## config.mk

```make
export PLATFORM = sky130hd
export DESIGN_NAME = ddr_quad_io_read
export DESIGN_NICKNAME = d
export VERILOG_FILES = /design/src/shared/ddr_read_pkg.sv /design/src/hw/sync_bits.sv /design/src/hw/cell_array.sv /design/src/hw/ddr_quad_io_read.sv
export SDC_FILE = /design/constraint.sdc
export NUM_CORES = 1
export LEC_CHECK = 0
export BUFFER_PORTS_ARGS = -buffer_cell sky130_fd_sc_hd__buf_2
export CAP_MARGIN = 30
export CORE_AREA = 2 2 287 289
export DETAILED_ROUTE_END_ITERATION = 12
export DIE_AREA = 0 0 289 291
export SYNTH_ARGS = -nofsm -noshare
export SYNTH_HDL_FRONTEND = slang
export SYNTH_HIERARCHICAL = 1
export SYNTH_SLANG_ARGS = --single-unit
```

## constraint.sdc

```tcl
create_clock -name clk_i -period 4.06 [get_ports clk_i]
set_input_delay 0.609 -clock clk_i [delete_from_list [all_inputs] [get_ports clk_i]]
set_output_delay 0.609 -clock clk_i [all_outputs]
set_load 0.01 [all_outputs]
```

## src/shared/ddr_read_pkg.sv

```systemverilog
// Constants, field layouts and state codes for the double-data-rate quad read block.
package ddr_read_pkg;

  // ----------------------------------------------------------------
  // Register offsets (byte addresses on the Wishbone bus)
  // ----------------------------------------------------------------
  localparam int          WB_ADR_W       = 8;
  localparam logic [7:0]  REG_CONFIG     = 8'h00;
  localparam logic [7:0]  REG_BANK       = 8'h04;
  localparam logic [7:0]  REG_LEARN_CTRL = 8'h08;
  localparam logic [7:0]  REG_LEARN_PAT  = 8'h0c;
  localparam logic [7:0]  REG_STATUS     = 8'h10;
  localparam logic [7:0]  REG_ADDR       = 8'h14;
  localparam logic [7:0]  REG_ARR_IDX    = 8'h18;
  localparam logic [7:0]  REG_ARR_DATA   = 8'h1c;

  // ----------------------------------------------------------------
  // Field positions and reset values
  // ----------------------------------------------------------------
  localparam int          CFG_QUAD_BIT     = 1;
  localparam int          CFG_LC_LSB       = 6;
  localparam int          BANK_EXT_BIT     = 7;
  localparam int          LEARN_EN_BIT     = 0;
  localparam int          STAT_CONT_BIT    = 0;
  localparam int          STAT_BUSY_BIT    = 1;
  localparam int          STAT_STATE_LSB   = 8;
  localparam logic [7:0]  CFG_RESET        = 8'h00;
  localparam logic [7:0]  BANK_RESET       = 8'h00;
  localparam logic        LEARN_EN_RESET   = 1'b0;
  localparam logic [7:0]  LEARN_PAT_RESET  = 8'h34;

  // ----------------------------------------------------------------
  // Command encodings and sequence lengths
  // ----------------------------------------------------------------
  localparam logic [7:0]  OP_READ_AUTO     = 8'hed;
  localparam logic [7:0]  OP_READ_WIDE     = 8'hee;
  localparam logic [5:0]  OPCODE_BITS      = 6'h08;
  localparam logic [5:0]  ADDR_NIB_NARROW  = 6'h06;
  localparam logic [5:0]  ADDR_NIB_WIDE    = 6'h08;
  localparam logic [5:0]  MODE_NIBS        = 6'h02;
  localparam logic [5:0]  PREAMBLE_EDGES   = 6'h08;
  localparam logic [4:0]  RELEASE_MAX_RISE = 5'h08;

  // Dummy cycle count for each latency code; every entry covers the preamble.
  localparam logic [4:0]  LAT_CODE0 = 5'h05;
  localparam logic [4:0]  LAT_CODE1 = 5'h06;
  localparam logic [4:0]  LAT_CODE2 = 5'h07;
  localparam logic [4:0]  LAT_CODE3 = 5'h08;

  // ----------------------------------------------------------------
  // Array geometry
  // ----------------------------------------------------------------
  localparam int          ARRAY_IDX_W = 6;
  localparam int          ARRAY_DEPTH = 64;
  localparam logic [31:0] ARRAY_TOP   = 32'h0000003f;

  typedef enum logic [6:0] {
    ST_IDLE   = 7'h01,
    ST_OPCODE = 7'h02,
    ST_ADDR   = 7'h04,
    ST_MODE   = 7'h08,
    ST_DUMMY  = 7'h10,
    ST_DATA   = 7'h20,
    ST_IGNORE = 7'h40
  } read_state_t;

  function automatic logic [4:0] lat_cycles(input logic [1:0] code);
    logic [4:0] n;
    unique case (code)
      2'h0: n = LAT_CODE0;
      2'h1: n = LAT_CODE1;
      2'h2: n = LAT_CODE2;
      2'h3: n = LAT_CODE3;
    endcase
    return n;
  endfunction

endpackage

```

## src/hw/sync_bits.sv

```systemverilog
// Two-flop synchroniser for pins from outside the clock domain.
`timescale 1ns/1ps
module sync_bits #(
  parameter int               WIDTH     = 1,
  parameter logic [WIDTH-1:0] RESET_VAL = '0
) (
  input  wire logic             clk_i,
  input  wire logic             rst_i,
  input  wire logic             ce_i,
  input  wire logic [WIDTH-1:0] d_i,
  output logic      [WIDTH-1:0] q_o
);

  logic [WIDTH-1:0] meta_r;
  logic [WIDTH-1:0] meta_nxt;
  logic [WIDTH-1:0] q_nxt;

  always_comb
  begin
    meta_nxt = ce_i ? d_i : meta_r;
    q_nxt    = ce_i ? meta_r : q_o;
  end

  always_ff @(posedge clk_i)
  begin
    if (rst_i)
    begin
      meta_r <= RESET_VAL;
      q_o    <= RESET_VAL;
    end
    else
    begin
      meta_r <= meta_nxt;
      q_o    <= q_nxt;
    end
  end

endmodule

```

## src/hw/cell_array.sv

```systemverilog
// Byte array in flip-flops with one write port and two read ports.
`timescale 1ns/1ps
module cell_array (
  input  wire logic                                clk_i,
  input  wire logic                                rst_i,
  input  wire logic                                ce_i,
  input  wire logic                                wr_en_i,
  input  wire logic [ddr_read_pkg::ARRAY_IDX_W-1:0] wr_idx_i,
  input  wire logic [7:0]                          wr_data_i,
  input  wire logic [ddr_read_pkg::ARRAY_IDX_W-1:0] rd_a_idx_i,
  output logic      [7:0]                          rd_a_data_o,
  input  wire logic [ddr_read_pkg::ARRAY_IDX_W-1:0] rd_b_idx_i,
  output logic      [7:0]                          rd_b_data_o
);

  logic [7:0] cell_r   [ddr_read_pkg::ARRAY_DEPTH];
  logic [7:0] cell_nxt [ddr_read_pkg::ARRAY_DEPTH];

  for (genvar i = 0; i < ddr_read_pkg::ARRAY_DEPTH; i++)
  begin : g_cell
    always_comb
    begin
      cell_nxt[i] = cell_r[i];
      if (ce_i && wr_en_i && (32'(wr_idx_i) == i))
        cell_nxt[i] = wr_data_i;
    end

    always_ff @(posedge clk_i)
    begin
      if (rst_i)
        cell_r[i] <= 8'hff;
      else
        cell_r[i] <= cell_nxt[i];
    end
  end

  assign rd_a_data_o = cell_r[rd_a_idx_i];
  assign rd_b_data_o = cell_r[rd_b_idx_i];

endmodule

```

## src/hw/ddr_quad_io_read.sv

```systemverilog
// Double-data-rate quad read command path of a serial flash with a Wishbone register port.
//
// Implementation choices: the Wishbone slave port and the register offsets.
`timescale 1ns/1ps
module ddr_quad_io_read (
  input  wire logic        clk_i,
  input  wire logic        rst_i,
  input  wire logic        ce_i,
  input  wire logic        wb_cyc_i,
  input  wire logic        wb_stb_i,
  input  wire logic        wb_we_i,
  input  wire logic [7:0]  wb_adr_i,
  input  wire logic [3:0]  wb_sel_i,
  input  wire logic [31:0] wb_dat_i,
  output logic      [31:0] wb_dat_o,
  output logic             wb_ack_o,
  input  wire logic        sclk_i,
  input  wire logic        cs_n_i,
  input  wire logic [3:0]  io_i,
  output logic      [3:0]  io_o,
  output logic      [3:0]  io_oe_o
);

  // ----------------------------------------------------------------
  // Pin synchronisers
  // ----------------------------------------------------------------
  logic       sclk_s;
  logic       cs_n_s;
  logic [3:0] io_s;
  logic       sclk_d_r;
  logic       cs_d_r;

  sync_bits #(
    .WIDTH     (6),
    .RESET_VAL (6'h10)
  ) u_sync (
    .clk_i (clk_i),
    .rst_i (rst_i),
    .ce_i  (ce_i),
    .d_i   ({sclk_i, cs_n_i, io_i}),
    .q_o   ({sclk_s, cs_n_s, io_s})
  );

  always_ff @(posedge clk_i)
  begin
    if (rst_i)
    begin
      sclk_d_r <= 1'b0;
      cs_d_r   <= 1'b1;
    end
    else if (ce_i)
    begin
      sclk_d_r <= sclk_s;
      cs_d_r   <= cs_n_s;
    end
  end

  logic sclk_rise;
  logic sclk_fall;
  logic sclk_edge;
  logic cs_fall;
  logic cs_rise;

  assign sclk_rise = sclk_s & ~sclk_d_r;
  assign sclk_fall = ~sclk_s & sclk_d_r;
  assign sclk_edge = sclk_rise | sclk_fall;
  assign cs_fall   = ~cs_n_s & cs_d_r;
  assign cs_rise   = cs_n_s & ~cs_d_r;

  // ----------------------------------------------------------------
  // Software registers
  // ----------------------------------------------------------------
  logic [7:0]  config_reg_one_r;
  logic [7:0]  config_reg_one_nxt;
  logic [7:0]  bank_r;
  logic [7:0]  bank_nxt;
  logic        learn_en_r;
  logic        learn_en_nxt;
  logic [7:0]  learning_pattern_r;
  logic [7:0]  learning_pattern_nxt;
  logic [ddr_read_pkg::ARRAY_IDX_W-1:0] arr_idx_r;
  logic [ddr_read_pkg::ARRAY_IDX_W-1:0] arr_idx_nxt;
  logic [31:0] rdat_nxt;
  logic        ack_nxt;
  logic        wb_take;
  logic        wb_commit;
  logic        arr_wr;
  logic [7:0]  arr_wb_data;

  logic        quad_enable;
  logic        extended_address_bit;
  logic [1:0]  latency_code_field;

  assign quad_enable          = config_reg_one_r[ddr_read_pkg::CFG_QUAD_BIT];
  assign extended_address_bit = bank_r[ddr_read_pkg::BANK_EXT_BIT];
  assign latency_code_field   = config_reg_one_r[ddr_read_pkg::CFG_LC_LSB +: 2];

  // Status and address are read-only views of the command path.
  ddr_read_pkg::read_state_t state_r;
  logic                      cont_r;
  logic [31:0]               addr_r;

  assign wb_take   = wb_cyc_i & wb_stb_i & ~wb_ack_o;
  assign wb_commit = wb_cyc_i & wb_stb_i & wb_we_i & wb_ack_o & wb_sel_i[0];
  assign arr_wr    = wb_commit && (wb_adr_i == ddr_read_pkg::REG_ARR_DATA);

  always_comb
  begin
    ack_nxt              = wb_take;
    rdat_nxt             = wb_dat_o;
    config_reg_one_nxt   = config_reg_one_r;
    bank_nxt             = bank_r;
    learn_en_nxt         = learn_en_r;
    learning_pattern_nxt = learning_pattern_r;
    arr_idx_nxt          = arr_idx_r;
    if (wb_take)
    begin
      rdat_nxt = 32'h00000000;
      unique case (wb_adr_i)
        ddr_read_pkg::REG_CONFIG:     rdat_nxt[7:0] = config_reg_one_r;
        ddr_read_pkg::REG_BANK:       rdat_nxt[7:0] = bank_r;
        ddr_read_pkg::REG_LEARN_CTRL: rdat_nxt[ddr_read_pkg::LEARN_EN_BIT] = learn_en_r;
        ddr_read_pkg::REG_LEARN_PAT:  rdat_nxt[7:0] = learning_pattern_r;
        ddr_read_pkg::REG_STATUS:
        begin
          rdat_nxt[ddr_read_pkg::STAT_CONT_BIT]       = cont_r;
          rdat_nxt[ddr_read_pkg::STAT_BUSY_BIT]       = ~cs_n_s;
          rdat_nxt[ddr_read_pkg::STAT_STATE_LSB +: 7] = state_r;
        end
        ddr_read_pkg::REG_ADDR:       rdat_nxt = addr_r;
        ddr_read_pkg::REG_ARR_IDX:    rdat_nxt[ddr_read_pkg::ARRAY_IDX_W-1:0] = arr_idx_r;
        ddr_read_pkg::REG_ARR_DATA:   rdat_nxt[7:0] = arr_wb_data;
        default:                      rdat_nxt = 32'h00000000;
      endcase
    end
    if (wb_commit)
    begin
      unique case (wb_adr_i)
        ddr_read_pkg::REG_CONFIG:     config_reg_one_nxt   = wb_dat_i[7:0];
        ddr_read_pkg::REG_BANK:       bank_nxt             = wb_dat_i[7:0];
        ddr_read_pkg::REG_LEARN_CTRL: learn_en_nxt         = wb_dat_i[ddr_read_pkg::LEARN_EN_BIT];
        ddr_read_pkg::REG_LEARN_PAT:  learning_pattern_nxt = wb_dat_i[7:0];
        ddr_read_pkg::REG_ARR_IDX:    arr_idx_nxt          = wb_dat_i[ddr_read_pkg::ARRAY_IDX_W-1:0];
        default:                      arr_idx_nxt          = arr_idx_r;
      endcase
    end
  end

  always_ff @(posedge clk_i)
  begin
    if (rst_i)
    begin
      wb_ack_o           <= 1'b0;
      wb_dat_o           <= 32'h00000000;
      config_reg_one_r   <= ddr_read_pkg::CFG_RESET;
      bank_r             <= ddr_read_pkg::BANK_RESET;
      learn_en_r         <= ddr_read_pkg::LEARN_EN_RESET;
      learning_pattern_r <= ddr_read_pkg::LEARN_PAT_RESET;
      arr_idx_r          <= '0;
    end
    else if (ce_i)
    begin
      wb_ack_o           <= ack_nxt;
      wb_dat_o           <= rdat_nxt;
      config_reg_one_r   <= config_reg_one_nxt;
      bank_r             <= bank_nxt;
      learn_en_r         <= learn_en_nxt;
      learning_pattern_r <= learning_pattern_nxt;
      arr_idx_r          <= arr_idx_nxt;
    end
  end

  // ----------------------------------------------------------------
  // Memory array
  // ----------------------------------------------------------------
  logic [7:0] arr_byte;

  cell_array u_array (
    .clk_i       (clk_i),
    .rst_i       (rst_i),
    .ce_i        (ce_i),
    .wr_en_i     (arr_wr),
    .wr_idx_i    (arr_idx_r),
    .wr_data_i   (wb_dat_i[7:0]),
    .rd_a_idx_i  (addr_r[ddr_read_pkg::ARRAY_IDX_W-1:0]),
    .rd_a_data_o (arr_byte),
    .rd_b_idx_i  (arr_idx_r),
    .rd_b_data_o (arr_wb_data)
  );

  // ----------------------------------------------------------------
  // Serial command sequencer
  // ----------------------------------------------------------------
  ddr_read_pkg::read_state_t state_nxt;
  logic        cont_nxt;
  logic        cont_pend_r;
  logic        cont_pend_nxt;
  logic        cont_wide_r;
  logic        cont_wide_nxt;
  logic        valid_r;
  logic        valid_nxt;
  logic [4:0]  rise_cnt_r;
  logic [4:0]  rise_cnt_nxt;
  logic [5:0]  cnt_r;
  logic [5:0]  cnt_nxt;
  logic [5:0]  addr_nibs_r;
  logic [5:0]  addr_nibs_nxt;
  logic [31:0] shift_r;
  logic [31:0] shift_nxt;
  logic [3:0]  mode_hi_r;
  logic [3:0]  mode_hi_nxt;
  logic        lo_next_r;
  logic        lo_next_nxt;
  logic [31:0] addr_nxt;
  logic [3:0]  io_nxt;
  logic        oe_nxt;
  logic [7:0]  opcode;
  logic [5:0]  dummy_edges;
  logic [5:0]  pre_start;
  logic [5:0]  pre_pos;
  logic        wide_req;

  assign opcode      = shift_r[7:0];
  assign dummy_edges = {ddr_read_pkg::lat_cycles(latency_code_field), 1'b0};
  assign pre_start   = dummy_edges - ddr_read_pkg::PREAMBLE_EDGES;
  assign pre_pos     = cnt_r - pre_start;
  assign wide_req    = (opcode == ddr_read_pkg::OP_READ_WIDE) || extended_address_bit;

  always_comb
  begin
    state_nxt     = state_r;
    cont_nxt      = cont_r;
    cont_pend_nxt = cont_pend_r;
    cont_wide_nxt = cont_wide_r;
    valid_nxt     = valid_r;
    rise_cnt_nxt  = rise_cnt_r;
    cnt_nxt       = cnt_r;
    addr_nibs_nxt = addr_nibs_r;
    shift_nxt     = shift_r;
    mode_hi_nxt   = mode_hi_r;
    lo_next_nxt   = lo_next_r;
    addr_nxt      = addr_r;
    io_nxt        = io_o;
    oe_nxt        = io_oe_o[0];
    if (cs_n_s)
    begin
      state_nxt = ddr_read_pkg::ST_IDLE;
      oe_nxt    = 1'b0;
      if (cs_rise)
      begin
        if (valid_r)
          cont_nxt = cont_pend_r;
        else if (rise_cnt_r <= ddr_read_pkg::RELEASE_MAX_RISE)
          cont_nxt = 1'b0;
      end
    end
    else
    begin
      if (sclk_rise && (rise_cnt_r <= ddr_read_pkg::RELEASE_MAX_RISE))
        rise_cnt_nxt = rise_cnt_r + 5'h01;
      unique case (state_r)
        ddr_read_pkg::ST_IDLE:
        begin
          cnt_nxt      = 6'h00;
          shift_nxt    = 32'h00000000;
          rise_cnt_nxt = 5'h00;
          valid_nxt    = 1'b0;
          lo_next_nxt  = 1'b0;
          if (!cs_fall)
            state_nxt = ddr_read_pkg::ST_IGNORE;
          else if (cont_r && quad_enable)
          begin
            // A continuous series skips the opcode and keeps the earlier address width.
            state_nxt     = ddr_read_pkg::ST_ADDR;
            addr_nibs_nxt = cont_wide_r ? ddr_read_pkg::ADDR_NIB_WIDE : ddr_read_pkg::ADDR_NIB_NARROW;
          end
          else
            state_nxt = ddr_read_pkg::ST_OPCODE;
        end
        ddr_read_pkg::ST_OPCODE:
        begin
          if (sclk_rise)
          begin
            shift_nxt = {shift_r[30:0], io_s[0]};
            cnt_nxt   = cnt_r + 6'h01;
          end
          // The eighth opcode cycle ends on its falling edge; the address starts on the next rising edge.
          if (sclk_fall && (cnt_r == ddr_read_pkg::OPCODE_BITS))
          begin
            cnt_nxt = 6'h00;
            if (((opcode == ddr_read_pkg::OP_READ_AUTO) || (opcode == ddr_read_pkg::OP_READ_WIDE))
                && quad_enable)
            begin
              state_nxt     = ddr_read_pkg::ST_ADDR;
              cont_wide_nxt = wide_req;
              addr_nibs_nxt = wide_req ? ddr_read_pkg::ADDR_NIB_WIDE
                                       : ddr_read_pkg::ADDR_NIB_NARROW;
            end
            else
              state_nxt = ddr_read_pkg::ST_IGNORE;
          end
        end
        ddr_read_pkg::ST_ADDR:
        begin
          if (sclk_edge)
          begin
            shift_nxt = {shift_r[27:0], io_s};
            cnt_nxt   = cnt_r + 6'h01;
            if (cnt_r == addr_nibs_r - 6'h01)
            begin
              cnt_nxt   = 6'h00;
              state_nxt = ddr_read_pkg::ST_MODE;
              if (addr_nibs_r == ddr_read_pkg::ADDR_NIB_WIDE)
                addr_nxt = {shift_r[27:0], io_s};
              else
                addr_nxt = {8'h00, shift_r[19:0], io_s};
            end
          end
        end
        ddr_read_pkg::ST_MODE:
        begin
          if (sclk_edge)
          begin
            cnt_nxt = cnt_r + 6'h01;
            if (cnt_r == 6'h00)
              mode_hi_nxt = io_s;
            if (cnt_r == ddr_read_pkg::MODE_NIBS - 6'h01)
            begin
              cnt_nxt       = 6'h00;
              valid_nxt     = 1'b1;
              cont_pend_nxt = (mode_hi_r == ~io_s);
              state_nxt     = ddr_read_pkg::ST_DUMMY;
            end
          end
        end
        ddr_read_pkg::ST_DUMMY:
        begin
          if (sclk_edge)
          begin
            cnt_nxt = cnt_r + 6'h01;
            if (learn_en_r && (cnt_r >= pre_start))
            begin
              oe_nxt = 1'b1;
              io_nxt = {4{learning_pattern_r[3'h7 - pre_pos[2:0]]}};
            end
            if (cnt_r == dummy_edges - 6'h01)
              state_nxt = ddr_read_pkg::ST_DATA;
          end
        end
        ddr_read_pkg::ST_DATA:
        begin
          // IO3 carries data here and is never taken as a pause request.
          if (sclk_edge)
          begin
            oe_nxt      = 1'b1;
            lo_next_nxt = ~lo_next_r;
            if (!lo_next_r)
              io_nxt = arr_byte[7:4];
            else
            begin
              io_nxt = arr_byte[3:0];
              if (addr_r >= ddr_read_pkg::ARRAY_TOP)
                addr_nxt = 32'h00000000;
              else
                addr_nxt = addr_r + 32'h00000001;
            end
          end
        end
        ddr_read_pkg::ST_IGNORE:
        begin
          oe_nxt = 1'b0;
        end
      endcase
    end
  end

  always_ff @(posedge clk_i)
  begin
    if (rst_i)
    begin
      state_r     <= ddr_read_pkg::ST_IDLE;
      cont_r      <= 1'b0;
      cont_pend_r <= 1'b0;
      cont_wide_r <= 1'b0;
      valid_r     <= 1'b0;
      rise_cnt_r  <= 5'h00;
      cnt_r       <= 6'h00;
      addr_nibs_r <= ddr_read_pkg::ADDR_NIB_NARROW;
      shift_r     <= 32'h00000000;
      mode_hi_r   <= 4'h0;
      lo_next_r   <= 1'b0;
      addr_r      <= 32'h00000000;
      io_o        <= 4'h0;
      io_oe_o     <= 4'h0;
    end
    else if (ce_i)
    begin
      state_r     <= state_nxt;
      cont_r      <= cont_nxt;
      cont_pend_r <= cont_pend_nxt;
      cont_wide_r <= cont_wide_nxt;
      valid_r     <= valid_nxt;
      rise_cnt_r  <= rise_cnt_nxt;
      cnt_r       <= cnt_nxt;
      addr_nibs_r <= addr_nibs_nxt;
      shift_r     <= shift_nxt;
      mode_hi_r   <= mode_hi_nxt;
      lo_next_r   <= lo_next_nxt;
      addr_r      <= addr_nxt;
      io_o        <= io_nxt;
      io_oe_o     <= {4{oe_nxt}};
    end
  end

endmodule

```

==> summary.txt <==
Timing
  – Final setup vio count: 0
  – WHS: 0.232 ns
  – FMAX: roughly 280 MHz
  – Slew Viols, Final: 0
  – Post-route clock period utilization: 89.5%
  – Worst Skew: 0.0228 ns
  – Hold Vio Cnt, Final: 0
  – Final WS setup: 0.428 ns
  – Final worst path period need: 3.63 ns
  – Worst slew margin: between 30% and 40%
  – Total Neg Setup Slack: 0 ns
  – Unrepaired setup endpoints after global routing: false
  – Slew at the pin closest to its max-slew limit: ~1 ns

Global route
  – Total track usage: about 27%
  – GRT overflow: 0
  – First-pass GRT wire length: 170 mm
  – Largest net degree at the start of global routing: ~130
  – Initial antenna violation count: 3
  – Vias in the first global route: roughly 26000

Logic synthesis
  – Synth top area share: a little over two fifths
  – Synth top area cells: edfxtp_1 42%, mux4_2 16%, dfxtp_1 9.5%, or3_1 8.9%, clkbuf_1 2.6%
  – Most used DFF post-synth: edfxtp_1
  – Avg Cell Area, Syn: roughly 13 µm²
  – Seq/Total Area, Yosys: between 50% and 60%
  – #FFs+latches synth: 684
  – Synth Instances: about 2900
  – Netlist cell types: 86
  – Post-synthesis net count: 2972
  – EDFF count, synth: 512
  – Ys async rst share: 0%
  – Post-Synthesis Cell Area: ~36000 µm²
  – Largest area contributor in the netlist: edfxtp_1
  – Synth warnings: 6

Route
  – DR WL met2: 54.6 mm
  – DRT iter0 DRCs: around 2900
  – Vias: ~26000
  – Wl on met1: about 45 mm
  – DR pass1 iterations: 7
  – Average routed wire per standard cell: roughly 29 µm
  – Metal3 WL: ~9.5 mm
  – Drt drc: 0
  – Vias/cell: about 6.5
  – Top Layer Used: met5
  – ANT nets after route: 0
  – Aggregate routed wire length: 115 mm

Worst hold path
  – Worst Hold Depth: 3
  – Hold Path Sink: u_sync/meta_r[5]
  – Hold Crit Class: input pin to flop
  – Hold path start: sclk_i

Cells and area
  – Layout cells sized above 1: between 20 and 25%
  – Fin area: approximately 40000 µm²
  – Fin nets: between 2000 and 3000
  – N_diodes: 0
  – Area grow syn2layout: 12.2%

CTS
  – CTS Buffer Depth: 3
  – Clock latency on the worst-skew pair: 0.63 ns
  – Post-CTS Resized: 0
  – Sink Count: approximately 680
  – CTS Root Cell: clkbuf_16
  – TritonCTS buffer count: between 70 and 80
  – CTS tree: done
  – H-tree depth: 3
  – Cts-stage hold buffer count: 0
  – Post-CTS Setup Inserts: 0
  – Clk slew on worst S/H paths: roughly 0.060 ns

Setup path
  – Data arrival, critical path: around 4.2 ns
  – R2r startpoint: arr_idx_r[2]
  – Critical path peak fanout: 28
  – RR Endpoint: wb_dat_o[6]
  – WP data required: approximately 4.6 ns
  – Startpoint type of the worst setup path: flop
  – Critical path class: flop to flop
  – Worst R2R Setup Slack: 0.43 ns
  – Setup crit end kind: flop
  – Worst Reg-to-Reg Cells: 10

Power
  – Power Density: around 380 nW/µm²
  – Total design power: between 15 and 20 mW
  – Clk pwr share: between 40% and 50%
  – Switching Share: ~22%
  – Internal: approximately 12 mW
  – Sw power: ~3.4 mW
  – Gate power share: 3.9%
  – Seq pwr share: 50.0%
  – Leakage: roughly 12 nW
  – Max IR drop VDD: ~0.30 mV

Outcome
  – Status: complete, no violations

Placement
  – Place WS: 0.184 ns
  – Post-DP HPWL: around 78 mm
  – RePlAce Congestion: ~0.97
  – I/O Buffers: roughly 70
  – Placed Area: 38100 µm²

Floorplanning
  – I/O Pins: between 90 and 100
  – Die W: 289 µm
  – Core area: roughly 81000 µm²
  – Die Span Y: between 200 and 300 µm
  – Rows: 105
  – Starting density of the core: between 40 and 50%
  – Die footprint: approximately 84000 µm²

Job
  – Max-cap violations: 0
==> layout make-up <==
type / instances / area, µm²
inverters: 22 / 82.6
clock buffers: 93 / 2050
fillers: 6990 / 40500
well taps: 1070 / 1340
flip-flops and latches: 684 / 18800
multi-input cells: 1853 / 15900
repair buffers: 254 / 1990
clock inverters: 47 / 528
==> critical path, cell delays in order, from the launching register on <==
cell and delay [ns]:
dfxtp_2 0.86, buf_4 0.33, nor2b_1 0.68, a22oi_1 0.15, a21oi_1 0.20, nor2_1 0.08, o21ai_0 0.25, a22oi_1 0.21
o21ai_0 0.44, a211oi_1 0.13, nor3_1 0.19
==> registers in the layout, summed over array words and instances (netlist names), 2 cells and up <==
signal	cells
u_array/cell_r	512
addr_r	32
wb_dat_o	32
shift_r	28
bank_r	8
config_reg_one_r	8
learning_pattern_r	8
state_r	7
arr_idx_r	6
cnt_r	6
u_sync/meta_r	6
u_sync/q_o	6
rise_cnt_r	5
io_o	4
mode_hi_r	4
addr_nibs_r	2
==> per-stage QoR <==
step	instances	util [%]
floorplan	2901	-
global placement	3881	46.9
detailed placement	3883	46.9
CTS	4023	50.1
global route	4023	50.1
finish	4023	50.1
==> kinds of logic (layout without fill, tap and decap cells) <==
| family | Yosys count | in the layout | synth area share [%] |
|---|---|---|---|
| AND/OR/NAND/NOR | 1045 | 1045 | 16.0 |
| XOR/XNOR | 10 | 10 | 0.242 |
| multiplexers | 329 | 329 | 18.1 |
| flip-flops | 684 | 684 | 51.9 |
| adder cells (fa/ha/maj) | 15 | 15 | 0.518 |
| AO/OA/AOI/OAI | 454 | 454 | 8.74 |
| buffers and inverters | 364 | 416 | 4.45 |
==> power by group through the flow <==
stage	logic, mW	registers [mW]	clock network, mW
after floorplan	0.356	7.91	0
after global placement	0.592	7.94	0
after detailed placement	0.609	7.96	0
after CTS	0.611	7.82	7.32
after global routing	0.650	7.84	7.59
final	0.613	7.82	7.22
==> placed cells by master (no fill, tap or decap), drive strengths merged, types with 10 or more instances in the layout <==
cell type,n
or3,518
edfxtp,512
mux4,260
buf,254
dfxtp,172
nor2,154
nand2,114
clkbuf,93
a21oi,88
nand3,77
o21bai,64
mux2i,60
a22oi,53
o21ai,50
nor3,46
a211oi,42
o22ai,38
clkinv,29
nand2b,28
inv,28
nand4,19
o221ai,17
nor2b,16
a32oi,16
ha,15
nor4,15
or2,13
bufinv,11
a311oi,10
==> cells in the mapped netlist, types with 5 or more instances <==
master    count
o221ai_1     17
nand3_1      76
o21ai_0      49
buf_4        18
buf_1        18
o21bai_1     64
nand4_1      19
mux2_2        9
and2_1        6
xnor2_1       5
nand2b_1     28
buf_2        40
a31oi_1       9
mux4_1        6
buf_6        10
a311oi_1     10
and3_1        9
edfxtp_1    512
a211o_1       6
nand2_1     114
nor2b_1      16
or3_1       518
a22o_1        8
mux2i_1      60
inv_1        21
a221oi_1      8
or2_2        12
xor2_1        5
clkbuf_1    249
mux4_2      254
nor3_1       46
nor2_1      154
ha_1         15
nor4_1       14
a32oi_1      16
a21oi_1      88
or4_1         8
a22oi_1      53
dfxtp_1     172
a222oi_1      5
o22ai_1      38
a211oi_1     42
==> how the worst max path moves through the flow <==
stage                 start                   end  slack (ns)  cells after the start
2_1_floorplan   wb_adr_i[1]  u_array/cell_r[0][7]        0.81                     10
3_3_place_gp    wb_adr_i[1]  u_array/cell_r[3][2]        0.25                     11
3_5_place_dp    wb_adr_i[1]  u_array/cell_r[6][1]        0.18                     11
4_1_cts        arr_idx_r[1]           wb_dat_o[7]        0.49                     10
5_1_grt        arr_idx_r[1]           wb_dat_o[0]        0.30                     12
6_report       arr_idx_r[2]           wb_dat_o[6]        0.43                     10
==> per-layer routing <==
metal / vias up / global-route usage (%)
li1: 11400 / -
met1: 13300 / 36.6
met2: 1307 / 43.1
met3: 237 / 3.82
met4: 4 / 13.4
met5: - / 0
(Power assumes the default switching activity.)
